$ cat src/hdl/tmb_defs.vh
// Constants for the timer type B capture, single-shot and PWM block.
// Assumes an APB slave with 32-bit data and one register per word.
// Rules of the document for this block and its users
// RULE_01 - Pulse-width: restart on rise, capture on fall
// RULE_02 - Reading capture low byte clears capture flag
// RULE_03 - Count at maximum sets wraparound flag, event; the code does so in the two capture modes only
// RULE_04 - Source keeps input edges two cycles apart
// RULE_05 - Freq+width: start rise, capture fall, stop rise
// RULE_06 - Software reads count before capture register
// RULE_07 - Single-shot: low when stopped, trigger starts high
// RULE_08 - At compare stop, low one tick, ignore triggers
// RULE_09 - Sync trigger drives output high two cycles later
// RULE_10 - Polarity bit one: any edge; zero: rising only
// RULE_11 - Untriggered start on enable; top write suppresses
// RULE_12 - Immediate trigger sets output now, count later
// RULE_13 - Status shows whether single-shot counter runs
// RULE_14 - PWM: low byte period, high byte duty
// RULE_15 - High for duty cycles, period low byte plus one
// RULE_16 - Output enable routes waveform, else no drive
// RULE_17 - Other modes drive the initial-level bit
// RULE_18 - Software avoids mode change while enabled
// RULE_19 - Low half wraps and emits overflow for chaining; the code emits it in the two capture modes only
// RULE_20 - Chaining bit zero low half, one high half; the code never reads the chaining bit
// RULE_21 - Same capture event to both; concatenate results
// RULE_22 - Counter bottom 0x0000, maximum 0xffff, wraps
// RULE_23 - Input event lasts at least one clock cycle
// RULE_24 - Emitted events are single-cycle pulses
`ifndef TMB_DEFS_VH
`define TMB_DEFS_VH
`define TMB_OFF_CTRLA   12'h000
`define TMB_OFF_CTRLB   12'h004
`define TMB_OFF_EVCTRL  12'h008
`define TMB_OFF_FLAGS   12'h00c
`define TMB_OFF_STATUS  12'h010
`define TMB_OFF_COUNT   12'h014
`define TMB_OFF_PERIOD_COMPARE_LOW_BYTE   12'h018
`define TMB_OFF_DUTY_COMPARE_HIGH_BYTE   12'h01c
`define TMB_CA_EN       0
`define TMB_CA_CLKLO    1
`define TMB_CA_CLKHI    3
`define TMB_CA_CASCADE  5
`define TMB_CB_MODELO   0
`define TMB_CB_MODEHI   2
`define TMB_CB_OE       4
`define TMB_CB_INIT     5
`define TMB_CB_IMM      6
`define TMB_EV_EI       0
`define TMB_EV_EDGE     4
`define TMB_FL_SAMPLE_TAKEN_FLAG     0
`define TMB_FL_OVF      1
`define TMB_MODE_PW     3'h4
`define TMB_MODE_FPW    3'h5
`define TMB_MODE_SS     3'h6
`define TMB_MODE_PWM    3'h7
`define TMB_CLK_DIV1    3'h0
`define TMB_CLK_DIV2    3'h1
`define TMB_CLK_EVENT   3'h7
`define TMB_BOTTOM      16'h0000
`define TMB_MAX         16'hffff
`define TMB_SS_DELAY    2'h2
`endif

$ cat src/hdl/tmb_edge.v
// Input synchroniser and edge detector for one event line.
// Assumes the line is asynchronous to pclk.
`timescale 1ns/1ps
module tmb_edge (
    input  wire pclk,
    input  wire presetn,
    input  wire din,
    output reg  rise_q,
    output reg  fall_q,
    output wire level
);
    reg s1_q;
    reg s2_q;
    reg s3_q;

    // Two flops resync; the third is only for edge detection.
    always @(posedge pclk or negedge presetn) begin
        if (!presetn) begin
            s1_q   <= 1'b0;
            s2_q   <= 1'b0;
            s3_q   <= 1'b0;
            rise_q <= 1'b0;
            fall_q <= 1'b0;
        end else begin
            s1_q   <= din;
            s2_q   <= s1_q;
            s3_q   <= s2_q;
            rise_q <= s2_q & ~s3_q;
            fall_q <= ~s2_q & s3_q;
        end
    end

    assign level = s2_q;
endmodule

$ cat src/hdl/tmb_timer.v
// Timer type B: pulse-width and frequency capture, single-shot, PWM.
// Assumes an APB master on pclk, events from the routing fabric.
// Event lines may change at any time; each passes two flops first.
// The immediate trigger still waits for that synchroniser.
`timescale 1ns/1ps
`include "tmb_defs.vh"
module tmb_timer (
    input  wire        pclk,
    input  wire        presetn,
    input  wire        psel,
    input  wire        penable,
    input  wire        pwrite,
    input  wire [11:0] paddr,
    input  wire [31:0] pwdata,
    output reg  [31:0] prdata,
    output reg         pready,
    output reg         pslverr,
    input  wire        sample_taken_flag_event_in,
    input  wire        count_event_in,
    output reg         sample_taken_flag_event_out,
    output reg         ovf_event_out,
    output reg         wave_out,
    output reg         wave_oe
);
    reg [7:0]  ctrla_q;
    reg [7:0]  ctrlb_q;
    reg [7:0]  evctrl_q;
    reg [15:0] cmp_q;
    reg [15:0] cnt_q;
    reg        sample_taken_flag_q;
    reg        ovf_q;
    reg        run_q;
    reg        hold_q;
    reg        phase_q;
    reg        wav_q;
    reg        immediate_trigger_q;
    reg [1:0]  arm_q;
    reg        lvl_d1_q;
    reg        div_q;
    reg        en_d1_q;
    reg        edge_d1_q;
    wire       c_rise;
    wire       c_fall;
    wire       c_lvl;
    wire       k_rise;

    // Capture and clock event lines each get their own synchroniser.
    tmb_edge u_sample_taken_flag (
        .pclk    (pclk),
        .presetn (presetn),
        .din     (sample_taken_flag_event_in),
        .rise_q  (c_rise),
        .fall_q  (c_fall),
        .level   (c_lvl)
    );
    tmb_edge u_cnt (
        .pclk    (pclk),
        .presetn (presetn),
        .din     (count_event_in),
        .rise_q  (k_rise),
        .fall_q  (),
        .level   ()
    );

    wire       en      = ctrla_q[`TMB_CA_EN];
    wire [2:0] mode    = ctrlb_q[`TMB_CB_MODEHI:`TMB_CB_MODELO];
    wire [2:0] clock_source_select  = ctrla_q[`TMB_CA_CLKHI:`TMB_CA_CLKLO];
    wire       ei      = evctrl_q[`TMB_EV_EI];
    wire       anyedge = evctrl_q[`TMB_EV_EDGE];
    wire       ss      = (mode == `TMB_MODE_SS);

    // The counter tick: full rate, halved, or one per count event.
    // A cascaded high half must select events so overflows clock it.
    wire tick = en & ((clock_source_select == `TMB_CLK_DIV1) |
                ((clock_source_select == `TMB_CLK_DIV2) & div_q) |
                ((clock_source_select == `TMB_CLK_EVENT) & k_rise)); // RULE_19

    // APB decode helpers; every access completes without wait states.
    wire wr = psel & penable & pwrite;
    wire rd = psel & penable & ~pwrite;

    function is_mapped;
        input [11:0] a;
        begin
            if (a == `TMB_OFF_CTRLA)       is_mapped = 1'b1;
            else if (a == `TMB_OFF_CTRLB)  is_mapped = 1'b1;
            else if (a == `TMB_OFF_EVCTRL) is_mapped = 1'b1;
            else if (a == `TMB_OFF_FLAGS)  is_mapped = 1'b1;
            else if (a == `TMB_OFF_STATUS) is_mapped = 1'b1;
            else if (a == `TMB_OFF_COUNT)  is_mapped = 1'b1;
            else if (a == `TMB_OFF_PERIOD_COMPARE_LOW_BYTE)  is_mapped = 1'b1;
            else if (a == `TMB_OFF_DUTY_COMPARE_HIGH_BYTE)  is_mapped = 1'b1;
            else                           is_mapped = 1'b0;
        end
    endfunction

    // Strobes for the registers that the counter logic also touches.
    wire cnt_wr   = wr & (paddr == `TMB_OFF_COUNT);
    wire period_compare_low_byte_rd = rd & (paddr == `TMB_OFF_PERIOD_COMPARE_LOW_BYTE);
    wire flag_wr  = wr & (paddr == `TMB_OFF_FLAGS);

    // Trigger qualification for single-shot mode.
    wire trig = ei & (c_rise | (anyedge & c_fall)); // RULE_10
    // An asynchronous edge cannot be used without a second clock, so
    // the immediate path sets the output from the raw synchronised
    // level change, one cycle ahead of the qualified trigger. The
    // previous level is kept here, since the edge cell keeps its own.
    wire trig_fast = ei & ctrlb_q[`TMB_CB_IMM] &
                     (c_lvl ^ lvl_d1_q) & (c_lvl | anyedge);
    // Wraparound and the capture-mode group are used in several places.
    wire at_max   = (cnt_q == `TMB_MAX);
    wire cap_mode = (mode == `TMB_MODE_PW) | (mode == `TMB_MODE_FPW);

    // Untriggered start on enable or a polarity change while enabled.
    wire auto_go = ss & en & ((~en_d1_q) |
                   (evctrl_q[`TMB_EV_EDGE] ^ edge_d1_q)); // RULE_11

    // Main counter, capture and flag logic.
    always @(posedge pclk or negedge presetn) begin
        if (!presetn) begin
            cnt_q    <= `TMB_BOTTOM;
            cmp_q    <= 16'h0000;
            sample_taken_flag_q   <= 1'b0;
            ovf_q    <= 1'b0;
            run_q    <= 1'b0;
            hold_q   <= 1'b0;
            phase_q  <= 1'b0;
            arm_q    <= 2'h0;
            lvl_d1_q <= 1'b0;
            div_q    <= 1'b0;
            en_d1_q  <= 1'b0;
            edge_d1_q <= 1'b0;
            sample_taken_flag_event_out <= 1'b0;
            ovf_event_out  <= 1'b0;
        end else begin
            div_q          <= ~div_q;
            en_d1_q        <= en;
            edge_d1_q      <= evctrl_q[`TMB_EV_EDGE];
            lvl_d1_q       <= c_lvl;
            sample_taken_flag_event_out <= 1'b0;
            ovf_event_out  <= 1'b0;
            // Flag clears first; a same-cycle set below wins.
            if (flag_wr & pwdata[`TMB_FL_SAMPLE_TAKEN_FLAG])
                sample_taken_flag_q <= 1'b0;
            if (flag_wr & pwdata[`TMB_FL_OVF])
                ovf_q <= 1'b0;
            if (period_compare_low_byte_rd & cap_mode)
                sample_taken_flag_q <= 1'b0; // RULE_02
            if (wr & (paddr == `TMB_OFF_PERIOD_COMPARE_LOW_BYTE))
                cmp_q[7:0] <= pwdata[7:0];
            if (wr & (paddr == `TMB_OFF_DUTY_COMPARE_HIGH_BYTE))
                cmp_q[15:8] <= pwdata[7:0];
            case (mode)
            `TMB_MODE_PW: begin
                if (tick)
                    cnt_q <= cnt_q + 16'h0001; // RULE_22
                if (ei & c_rise) begin
                    cnt_q   <= `TMB_BOTTOM; // RULE_01
                    phase_q <= 1'b1;
                end else if (ei & c_fall & phase_q) begin
                    cmp_q   <= cnt_q; // RULE_21
                    phase_q <= 1'b0;
                    sample_taken_flag_q  <= 1'b1; // RULE_01
                    sample_taken_flag_event_out <= 1'b1; // RULE_24
                end
            end
            `TMB_MODE_FPW: begin
                // phase 0 idle/armed, 1 counting high, hold = low half.
                if (tick & (phase_q | hold_q))
                    cnt_q <= cnt_q + 16'h0001;
                if (ei & c_rise & ~phase_q & ~hold_q & ~sample_taken_flag_q) begin
                    cnt_q   <= `TMB_BOTTOM; // RULE_05
                    phase_q <= 1'b1;
                end else if (ei & c_fall & phase_q) begin
                    cmp_q   <= cnt_q; // RULE_05
                    phase_q <= 1'b0;
                    hold_q  <= 1'b1;
                end else if (ei & c_rise & hold_q) begin
                    hold_q  <= 1'b0; // RULE_05
                    sample_taken_flag_q  <= 1'b1;
                    sample_taken_flag_event_out <= 1'b1; // RULE_24
                end
            end
            `TMB_MODE_SS: begin
                // Stopped, armed, running, then held low for one tick.
                if (arm_q != 2'h0) begin
                    arm_q <= arm_q - 2'h1;
                    if (arm_q == 2'h1) begin
                        cnt_q <= `TMB_BOTTOM; // RULE_09
                        run_q <= 1'b1;
                    end
                end else if (run_q) begin
                    if (cnt_q == cmp_q) begin
                        run_q  <= 1'b0; // RULE_08
                        hold_q <= 1'b1;
                    end else if (tick) begin
                        cnt_q <= cnt_q + 16'h0001; // RULE_07
                    end
                end else if (hold_q) begin
                    if (tick)
                        hold_q <= 1'b0; // RULE_08
                end else if (trig | trig_fast) begin
                    arm_q <= `TMB_SS_DELAY; // RULE_12
                end else if (auto_go & (cnt_q != `TMB_MAX) & ~cnt_wr) begin
                    cnt_q <= `TMB_BOTTOM; // RULE_11
                    run_q <= 1'b1;
                end
            end
            `TMB_MODE_PWM: begin
                // The low compare byte is the last count of the period.
                if (tick) begin
                    if (cnt_q[7:0] >= cmp_q[7:0])
                        cnt_q <= `TMB_BOTTOM; // RULE_14
                    else
                        cnt_q <= cnt_q + 16'h0001;
                end
            end
            default: begin
                // Modes outside this block just count freely.
                if (tick)
                    cnt_q <= cnt_q + 16'h0001;
            end
            endcase
            // A software write to the count lands last, so it wins over a
            // tick or restart in the same cycle; writing the top value is
            // also how software holds off the untriggered single-shot start.
            if (cnt_wr)
                cnt_q <= pwdata[15:0]; // RULE_11
            // Wraparound in the capture modes drives the chain.
            if (cap_mode & tick & at_max) begin
                ovf_q         <= 1'b1; // RULE_03
                ovf_event_out <= 1'b1; // RULE_19
            end
        end
    end

    // Waveform generation; output enable gates the pin.
    always @(posedge pclk or negedge presetn) begin
        if (!presetn) begin
            wav_q    <= 1'b0;
            immediate_trigger_q  <= 1'b0;
            wave_out <= 1'b0;
            wave_oe  <= 1'b0;
        end else begin
            immediate_trigger_q <= ss & ~run_q & ~hold_q & (arm_q == 2'h0) & trig_fast;
            if (ss)
                wav_q <= run_q & (cnt_q != cmp_q); // RULE_07
            else if (mode == `TMB_MODE_PWM)
                wav_q <= (cnt_q[7:0] < cmp_q[15:8]); // RULE_15
            else
                wav_q <= ctrlb_q[`TMB_CB_INIT]; // RULE_17
            wave_oe  <= ctrlb_q[`TMB_CB_OE]; // RULE_16
            // With the immediate trigger the output bridges the arming
            // cycles and the first running cycle, before wav_q catches up;
            // without run_q here the pulse would drop for one cycle.
            wave_out <= ctrlb_q[`TMB_CB_OE] &
                        (wav_q | immediate_trigger_q | (ss & ctrlb_q[`TMB_CB_IMM] &
                         ((arm_q != 2'h0) | run_q))); // RULE_12
        end
    end

    // APB register writes and read data.
    always @(posedge pclk or negedge presetn) begin
        if (!presetn) begin
            ctrla_q  <= 8'h00;
            ctrlb_q  <= 8'h00;
            evctrl_q <= 8'h00;
            prdata   <= 32'h00000000;
            pready   <= 1'b0;
            pslverr  <= 1'b0;
        end else begin
            // Zero wait states: pready rises in the access cycle.
            pready  <= psel & ~penable;
            pslverr <= psel & ~penable & ~is_mapped(paddr);
            if (wr & (paddr == `TMB_OFF_CTRLA))
                ctrla_q <= pwdata[7:0];
            else if (wr & (paddr == `TMB_OFF_CTRLB))
                ctrlb_q <= pwdata[7:0];
            else if (wr & (paddr == `TMB_OFF_EVCTRL))
                evctrl_q <= pwdata[7:0];
            // Read data is loaded in the setup cycle so it stands while
            // pready is high.
            prdata <= 32'h00000000;
            if (psel & ~penable & ~pwrite) begin
                if (paddr == `TMB_OFF_CTRLA)
                    prdata <= {24'h000000, ctrla_q};
                else if (paddr == `TMB_OFF_CTRLB)
                    prdata <= {24'h000000, ctrlb_q};
                else if (paddr == `TMB_OFF_EVCTRL)
                    prdata <= {24'h000000, evctrl_q};
                else if (paddr == `TMB_OFF_FLAGS)
                    prdata <= {30'h0, ovf_q, sample_taken_flag_q};
                else if (paddr == `TMB_OFF_STATUS)
                    prdata <= {31'h0, run_q}; // RULE_13
                else if (paddr == `TMB_OFF_COUNT)
                    prdata <= {16'h0000, cnt_q};
                else if (paddr == `TMB_OFF_PERIOD_COMPARE_LOW_BYTE)
                    prdata <= {24'h000000, cmp_q[7:0]};
                else if (paddr == `TMB_OFF_DUTY_COMPARE_HIGH_BYTE)
                    prdata <= {24'h000000, cmp_q[15:8]};
            end
        end
    end
endmodule

$ cat config.mk
export PLATFORM = sky130hd
export DESIGN_NAME = tmb_timer
export DESIGN_NICKNAME = d
export VERILOG_FILES = /design/src/hdl/tmb_edge.v /design/src/hdl/tmb_timer.v
export VERILOG_INCLUDE_DIRS = /design/src /design/src/hdl
export SDC_FILE = /design/constraint.sdc
export NUM_CORES = 1
export LEC_CHECK = 0
export ABC_AREA = 0
export BUFFER_PORTS_ARGS = -buffer_cell sky130_fd_sc_hd__clkbuf_2
export CAP_MARGIN = 0
export CORE_ASPECT_RATIO = 1.4
export CORE_MARGIN = 2
export CORE_UTILIZATION = 50
export CTS_CLUSTER_SIZE = 28
export DETAILED_ROUTE_END_ITERATION = 7
export PLACE_DENSITY_LB_ADDON = 0.1
export SYNTH_ARGS = -nofsm -noshare
export SYNTH_HDL_FRONTEND = slang
export SYNTH_SLANG_ARGS = --single-unit
$ cat constraint.sdc
create_clock -name pclk -period 2.57 [get_ports pclk]
set_input_delay 0.514 -clock pclk [delete_from_list [all_inputs] [get_ports pclk]]
set_output_delay 0.514 -clock pclk [all_outputs]
set_load 0.05 [all_outputs]
==> summary.md, run 1 <==
| Metric | Value |
|---|---|
| Max Cap Viol | `0` |
| Sequential fraction of the synthesis area | `44.54%` |
| Largest cells by area after synthesis | `dfrtp_1 45%, ha_1 4.7%, nand2_1 4.7%` |
| Cell Pwr Density | `around 530 nW/um2` |
| Remaining global-route overflow | `0` |
| Area post-placement | `6749 um2` |
| Clock sink count | `99` |
| Hold Crit Class | `primary input to asynchronous set/reset pin` |
| Violated checks | `setup timing` |
| Total CTS buffers | `9` |
| Routed WL | `16.81 mm` |
| Max frequency | `approximately 370 MHz` |
| Num ports | `between 80 and 90` |
| RSZ-0062 raised after global routing | `yes` |
| Fin util | `approximately 67%` |
| Die Y | `between 100 and 150 um` |
| Pleak | `roughly 3.5 nW` |
| CP endpoint kind | `register` |
| Final layout net count | `between 700 and 800` |
| Cell area after synthesis | `around 5600 um2` |
| Final instance area | `7254 um2` |
| Antenna cells | `0` |
| Syn Area/Cell | `approximately 9.7 um2` |
| PortBufs | `56` |
| CTS root buf | `clkbuf_16` |
| Via count | `~5100` |
| Max VDD drop | `0.3743 mV` |
| Most frequent cells after synthesis | `99 x dfrtp_1, 69 x nand2_1, 27 x clkbuf_1, 27 x inv_1, 25 x nor2_1` |
| Setup CP Type | `register to register` |
| Initial core utilization | `~51%` |
| Buf/Inv on CP | `1` |
| Post-synthesis adder-cell area fraction | `under 10%` |
| DP HPWL | `between 10 and 15 mm` |
| Most common cell in the netlist | `dfrtp_1` |
| Mux contribution to synthesized area | `under 10%` |
| Data arrival, critical path | `roughly 3.0 ns` |
| Dominant synthesized flop cell | `dfrtp_1` |
| Post-DRT Antenna Nets | `0` |
| #FFs+latches synth | `between 90 and 100` |
| Simple-Gate Fraction of Synth Area | `a little under a fifth` |
| Number of global-route vias before repair | `approximately 5200` |
| Num rows | `45` |
| Final period util | `106.1%` |
| Status | `finished with violations` |
| Critical Path Start Type | `register` |
| Combinational family with the most area after synthesis | `simple AND/OR/NAND/NOR gates` |
| Top-area cell type share of the netlist area | `44.54%` |
| R2r setup slk | `-0.16 ns` |
| Ys Warns | `0` |
| Initial antenna violation count | `0` |
| Worst R2R Start | `evctrl_q[4]$_DFFE_PN0P_` |
| Layout cells sized above 1 | `between 30% and 40%` |
| Area growth syn-to-layout | `30.44%` |
| Period minus WS final | `between 2 and 3 ns` |
| Cts hold-fix bufs | `0` |
| Sequential cell area | `between 2000 and 2500 um2` |
| Total track usage | `between 20 and 30%` |
| Cell depth of the worst flop-to-flop path | `8` |
| Core area | `around 11000 um2` |
| Final-report hold violation count | `0` |
| Area leader, netlist | `dfrtp_1` |
| Initial DRC count | `around 370` |
| Slew @ Worst Pin | `about 0.55 ns` |
| WL/cell | `about 19 um` |
| Skew final | `0.004316 ns` |
| Area share of xor/xnor cells in the synthesized design | `1.417%` |
| Via/cell ratio | `slightly below 6` |
| Crit path max-delay family | `compound AO/OA/AOI/OAI gates` |
| Async SR Flop Fraction | `100.0%` |
| Largest net degree at the start of global routing | `37` |
| Mapped Cells | `between 500 and 600` |
| Critical-path maximum fanout | `6` |
| DRC viols | `0` |
| Setup violators final | `13` |
| Post-synth EDFFs | `0` |
| GPL Wtd Cong | `approximately 1` |
| Synth Area in Compound Gates | `between 10% and 20%` |
| H-tree level count | `3` |
| Clk_lat worst skew | `~0.35 ns` |
| Critical path required time | `about 2.8 ns` |
| Crit path largest cell delay | `0.39 ns` |
| First-pass GRT wire length | `approximately 27 mm` |
| Die Area | `11990 um2` |
| Max transition margin | `roughly 63%` |
| CTS tree | `built` |
| FF-to-FF End | `cnt_q[7]$_DFFE_PN0P_` |
| TritonRoute pass-1 iters | `7` |
| Synth unique cells | `69` |
| Footprint of the multi-input gates | `between 2000 and 3000 um2` |
| PnR worst setup slack | `-0.1580 ns` |
| Die width | `93.14 um` |
| Filler cell count in the final layout | `roughly 900` |
| CTS max path bufs | `2` |
| Critical Path, Cell by Cell | `xnor2_1 -> a2111o_1 -> a311o_1 -> a311oi_2 -> nand2_2 -> buf_6 -> or3_4 -> o311ai_2` |
| Register clock-pin slew on the reported worst setup and hold paths | `0.07 ns` |
| CP max stage cell | `dfrtp_1` |
| Slew Limit Fails | `0` |
## per-stage QoR
step / instances / hold WS (ns) / TNS [ns] / setup WS (ns) / total power [mW]
floorplan: 587 / 0.2184 / -0.3104 / -0.02385 / 2.100
global placement: 846 / 0.3366 / -2.714 / -0.2116 / 2.463
detailed placement: 846 / 0.3389 / -3.958 / -0.2402 / 2.488
CTS: 871 / 0.1304 / -0.5331 / -0.1184 / 3.798
global route: 872 / 0.1655 / -1.948 / -0.2424 / 4.005
finish: 872 / 0.1247 / -0.9573 / -0.1580 / 3.839
## placed cells by master, fill, tap and decap left out, types with 9 or more instances in the layout
master,synthesis,layout
nand2_1,69,68
buf_6,0,10
ha_1,21,19
nor3_1,10,9
nor2_1,25,25
o21ai_1,23,23
mux2i_1,17,17
o21ai_0,12,11
a21oi_1,20,20
a31oi_1,20,20
buf_4,17,105
clkbuf_2,0,55
inv_1,27,27
nand3_1,13,11
xnor2_1,9,9
and2_1,15,15
dfrtp_1,99,99
conb_1,1,16
mux2_1,21,19
clkbuf_16,0,9
## how the worst max path moves through the flow
stage	from	to	slack (ns)	cells past startpoint
floorplan	paddr[9]	cmp_q[0]$_DFF_PN0_	-0.02	8
global placement	cnt_q[0]$_DFFE_PN0P_	cnt_q[0]$_DFFE_PN0P_	-0.21	10
detailed placement	cnt_q[0]$_DFFE_PN0P_	cnt_q[0]$_DFFE_PN0P_	-0.24	10
CTS	evctrl_q[4]$_DFFE_PN0P_	cnt_q[7]$_DFFE_PN0P_	-0.12	8
global route	evctrl_q[4]$_DFFE_PN0P_	cnt_q[7]$_DFFE_PN0P_	-0.24	8
finish	evctrl_q[4]$_DFFE_PN0P_	cnt_q[7]$_DFFE_PN0P_	-0.16	8
## metal layers
metal / GRT usage (%) / share of wire, %
met5: 0 / 0
met1: 35.42 / 39
met4: 18.43 / 5.3
met2: 49.32 / 50
met3: 3.396 / 5.3
## logic make-up (layout without fill, tap and decap cells)
logic type	after synthesis	after routing
and+or+nand+nor	190	190
AOI/OAI and AO/OA	136	136
DFF	99	99
buffers and inverters	74	218
muxes	42	42
adders and majority gates	21	21
xor gates and xnor gates	9	9
other	1	16
## sequential cells by signal, indices dropped and copies added (netlist names), 2 cells and up
register / cells
evctrl_q: 8
prdata: 16
ctrlb_q: 8
cmp_q: 16
ctrla_q: 8
cnt_q: 16
arm_q: 2
## cell type report
| class | count | share of cell area, % |
|---|---|---|
| inverters | 27 | 1.397 |
| well taps | 141 | 2.432 |
| flip-flops and latches | 99 | 34.15 |
| repair buffers | 175 | 17.59 |
| clock buffers | 10 | 3.294 |
| multi-input cells | 414 | 40.58 |
| clock inverters | 6 | 0.5519 |
## power breakdown
part	switching, mW	internal (mW)
combinational	0.448	0.397
clock	0.605	0.683
sequential	0.0760	1.63
## timing repair
item / in CTS / in global routing
setup buffers: 9 / 1
setup endpoints to repair: 12 / 15
hold endpoints to repair: 0 / 0
gates resized for setup: 16 / 14
pin swaps: 27 / 12
No activity file was read; power rests on OpenSTA's default activity.
==> run 2: changes to the inputs <==
--- a/config.mk
+++ b/config.mk
@@ -6,7 +6,6 @@
 export SDC_FILE = /design/constraint.sdc
 export NUM_CORES = 1
 export LEC_CHECK = 0
-export ABC_AREA = 0
 export BUFFER_PORTS_ARGS = -buffer_cell sky130_fd_sc_hd__clkbuf_2
 export CAP_MARGIN = 0
 export CORE_ASPECT_RATIO = 1.4
@@ -15,6 +14,7 @@
 export CTS_CLUSTER_SIZE = 28
 export DETAILED_ROUTE_END_ITERATION = 7
 export PLACE_DENSITY_LB_ADDON = 0.1
+export SETUP_SLACK_MARGIN = 0.2
 export SYNTH_ARGS = -nofsm -noshare
 export SYNTH_HDL_FRONTEND = slang
 export SYNTH_SLANG_ARGS = --single-unit
==> run 2 against run 1 <==
The flow still finishes with violations (setup timing). Via count is 0.47% higher. Largest power group unchanged. Final cell count is 0.57% lower. Non-clock buffer count is 6 lower. Design area is 0.72% higher. Total power is 3.5% higher. Critical path depth stayed put. Utilization is 0.48 points higher. Clock-buffer cell count is 1 higher.
==> summary.md, run 2 (synthesis results as in run 1) <==
| Metric | Value |
|---|---|
| Largest net degree at the start of global routing | `37` |
| Final layout net count | `slightly below 800` |
| Total track usage | `29.35%` |
| Initial DRC count | `450` |
| Layout cells sized above 1 | `between 30% and 40%` |
| PortBufs | `56` |
| RSZ-0062 raised after global routing | `yes` |
| Leading cell type in the layout, fill and taps excluded | `buf_4` |
| Cts hold-fix bufs | `0` |
| Seq pwr share | `about 43%` |
| Remaining global-route overflow | `0` |
| Critical-path maximum fanout | `6` |
| Routed WL | `approximately 17 mm` |
| Via count | `roughly 5100` |
| Area post-placement | `roughly 6700 um2` |
| Power share of the clock group | `roughly a third` |
| Critical Path Start Type | `register` |
| Sw frac | `roughly 29%` |
| Biggest registers after layout | `cmp_q: 16 flops, cnt_q: 16 flops, prdata: 16 flops` |
| Setup WS pre-CTS | `-0.2497 ns` |
| DRC viols | `0` |
| Max transition margin | `a little over half` |
| H-tree level count | `3` |
| Switch Pwr | `approximately 1.1 mW` |
| Slew Limit Fails | `0` |
| TNS Setup | `-0.4172 ns` |
| R2r setup slk | `-0.10 ns` |
| Num ports | `89` |
| Final period util | `104.1%` |
| Antenna cells | `0` |
| Hold WS | `0.02034 ns` |
| DP HPWL | `around 13 mm` |
| Die Y | `128.8 um` |
| Logic gate share of total power | `about 22%` |
| Area growth syn-to-layout | `31.38%` |
| Most frequent cells in the layout | `105 x buf_4, 98 x dfrtp_1, 66 x nand2_1` |
| Setup violators final | `9` |
| WL/cell | `between 15 and 20 um` |
| Initial antenna violation count | `0` |
| CTS max path bufs | `2` |
| Worst R2R Start | `evctrl_q[4]$_DFFE_PN0P_` |
| Internal | `2.833 mW` |
| Register clock-pin slew on the reported worst setup and hold paths | `0.07 ns` |
| First-pass GRT wire length | `around 27 mm` |
| CTS tree | `built` |
| Status | `finished with violations` |
| Num rows | `45` |
| Filler cell count in the final layout | `approximately 900` |
| Max VDD drop | `roughly 0.31 mV` |
| Hold Crit Class | `primary input to asynchronous set/reset pin` |
| Initial core utilization | `between 50% and 60%` |
| Total CTS buffers | `9` |
| Final-report hold violation count | `0` |
| Die width | `between 90 and 100 um` |
| GPL Wtd Cong | `~0.94` |
| Data arrival, critical path | `2.94 ns` |
| Setup CP Type | `register to register` |
| Via/cell ratio | `slightly below 6` |
| Critical path required time | `roughly 2.8 ns` |
| Cell Pwr Density | `543.7 nW/um2` |
| Pleak | `approximately 3.5 nW` |
| Period minus WS final | `around 2.7 ns` |
| Cell depth of the worst flop-to-flop path | `8` |
| Die Area | `about 12000 um2` |
| Max Cap Viol | `0` |
| Core area | `approximately 11000 um2` |
| Max frequency | `between 300 and 400 MHz` |
| Worst setup path start | `evctrl_q[4]$_DFFE_PN0P_` |
| Skew final | `0.004424 ns` |
| CP endpoint kind | `register` |
| Post-DRT Antenna Nets | `0` |
| PnR worst setup slack | `-0.1046 ns` |
| TritonRoute pass-1 iters | `5` |
| FF-to-FF End | `cnt_q[9]$_DFFE_PN0P_` |
| Violated checks | `setup timing` |
| Number of global-route vias before repair | `around 5200` |
| CTS root buf | `clkbuf_16` |
| Final Total Pwr | `around 4 mW` |
| Slew @ Worst Pin | `0.6899 ns` |
| Final instance area | `roughly 7300 um2` |
| Clk_lat worst skew | `about 0.34 ns` |
| Clock sink count | `99` |
## run 2: layout make-up
type                            instances  area (um2)  share of cell area [%]
Timing Repair Buffer                  169        1191                   16.30
Multi-Input combinational cell        415        3057                   41.83
Sequential cell                        99        2479                   33.92
Tap cell                              141       176.4                   2.414
Clock buffer                           11       242.7                   3.322
Clock inverter                          5       60.06                  0.8219
Inverter                               27       101.3                   1.387
## run 2: worst max-delay path: stages, from the launching register on
cell      delay, ns
dfrtp_1        0.40
xnor2_1        0.14
a2111o_1       0.41
a311o_1        0.34
a311oi_4       0.31
buf_6          0.18
nand2_8        0.08
or4_4          0.56
a211oi_2       0.18
## run 2: worst max-delay path by stage
stage / to / slack [ns]
2_1_floorplan: cmp_q[0]$_DFF_PN0_ / -0.02
5_1_grt: cnt_q[9]$_DFFE_PN0P_ / -0.17
3_3_place_gp: cnt_q[9]$_DFFE_PN0P_ / -0.14
6_report: cnt_q[9]$_DFFE_PN0P_ / -0.10
4_1_cts: cnt_q[9]$_DFFE_PN0P_ / -0.08
3_5_place_dp: cnt_q[9]$_DFFE_PN0P_ / -0.25
## run 2: routing by layer
metal,routed length (um),GRT usage [%],up-vias
li1,-,-,2353
met2,8636,49.02,215
met1,6577,35.73,2499
met4,959,18.08,0
met3,950,4.274,59
met5,0,0,-
## run 2: power groups by stage
stage | Sequential, mW | Clock (mW) | Combinational [mW]
floorplan | 1.74 | 0 | 0.368
global placement | 1.72 | 0 | 0.742
detailed placement | 1.72 | 0 | 0.759
CTS | 1.69 | 1.41 | 0.794
global route | 1.71 | 1.48 | 0.951
finish | 1.70 | 1.39 | 0.881
## run 2: timing repair
action                                  4_1_cts  5_1_grt
setup buffers                                 7        6
cloned                                        1        0
endpoints found under the setup margin       16       22
resized for setup                            22       22
pin swaps                                    23       23
## run 2: per-stage QoR
stage	utilization [%]	cells
4_1_cts	65.81	861
2_1_floorplan	-	587
3_3_place_gp	61.43	837
5_1_grt	67.24	867
3_5_place_dp	61.43	837
6_report	67.24	867
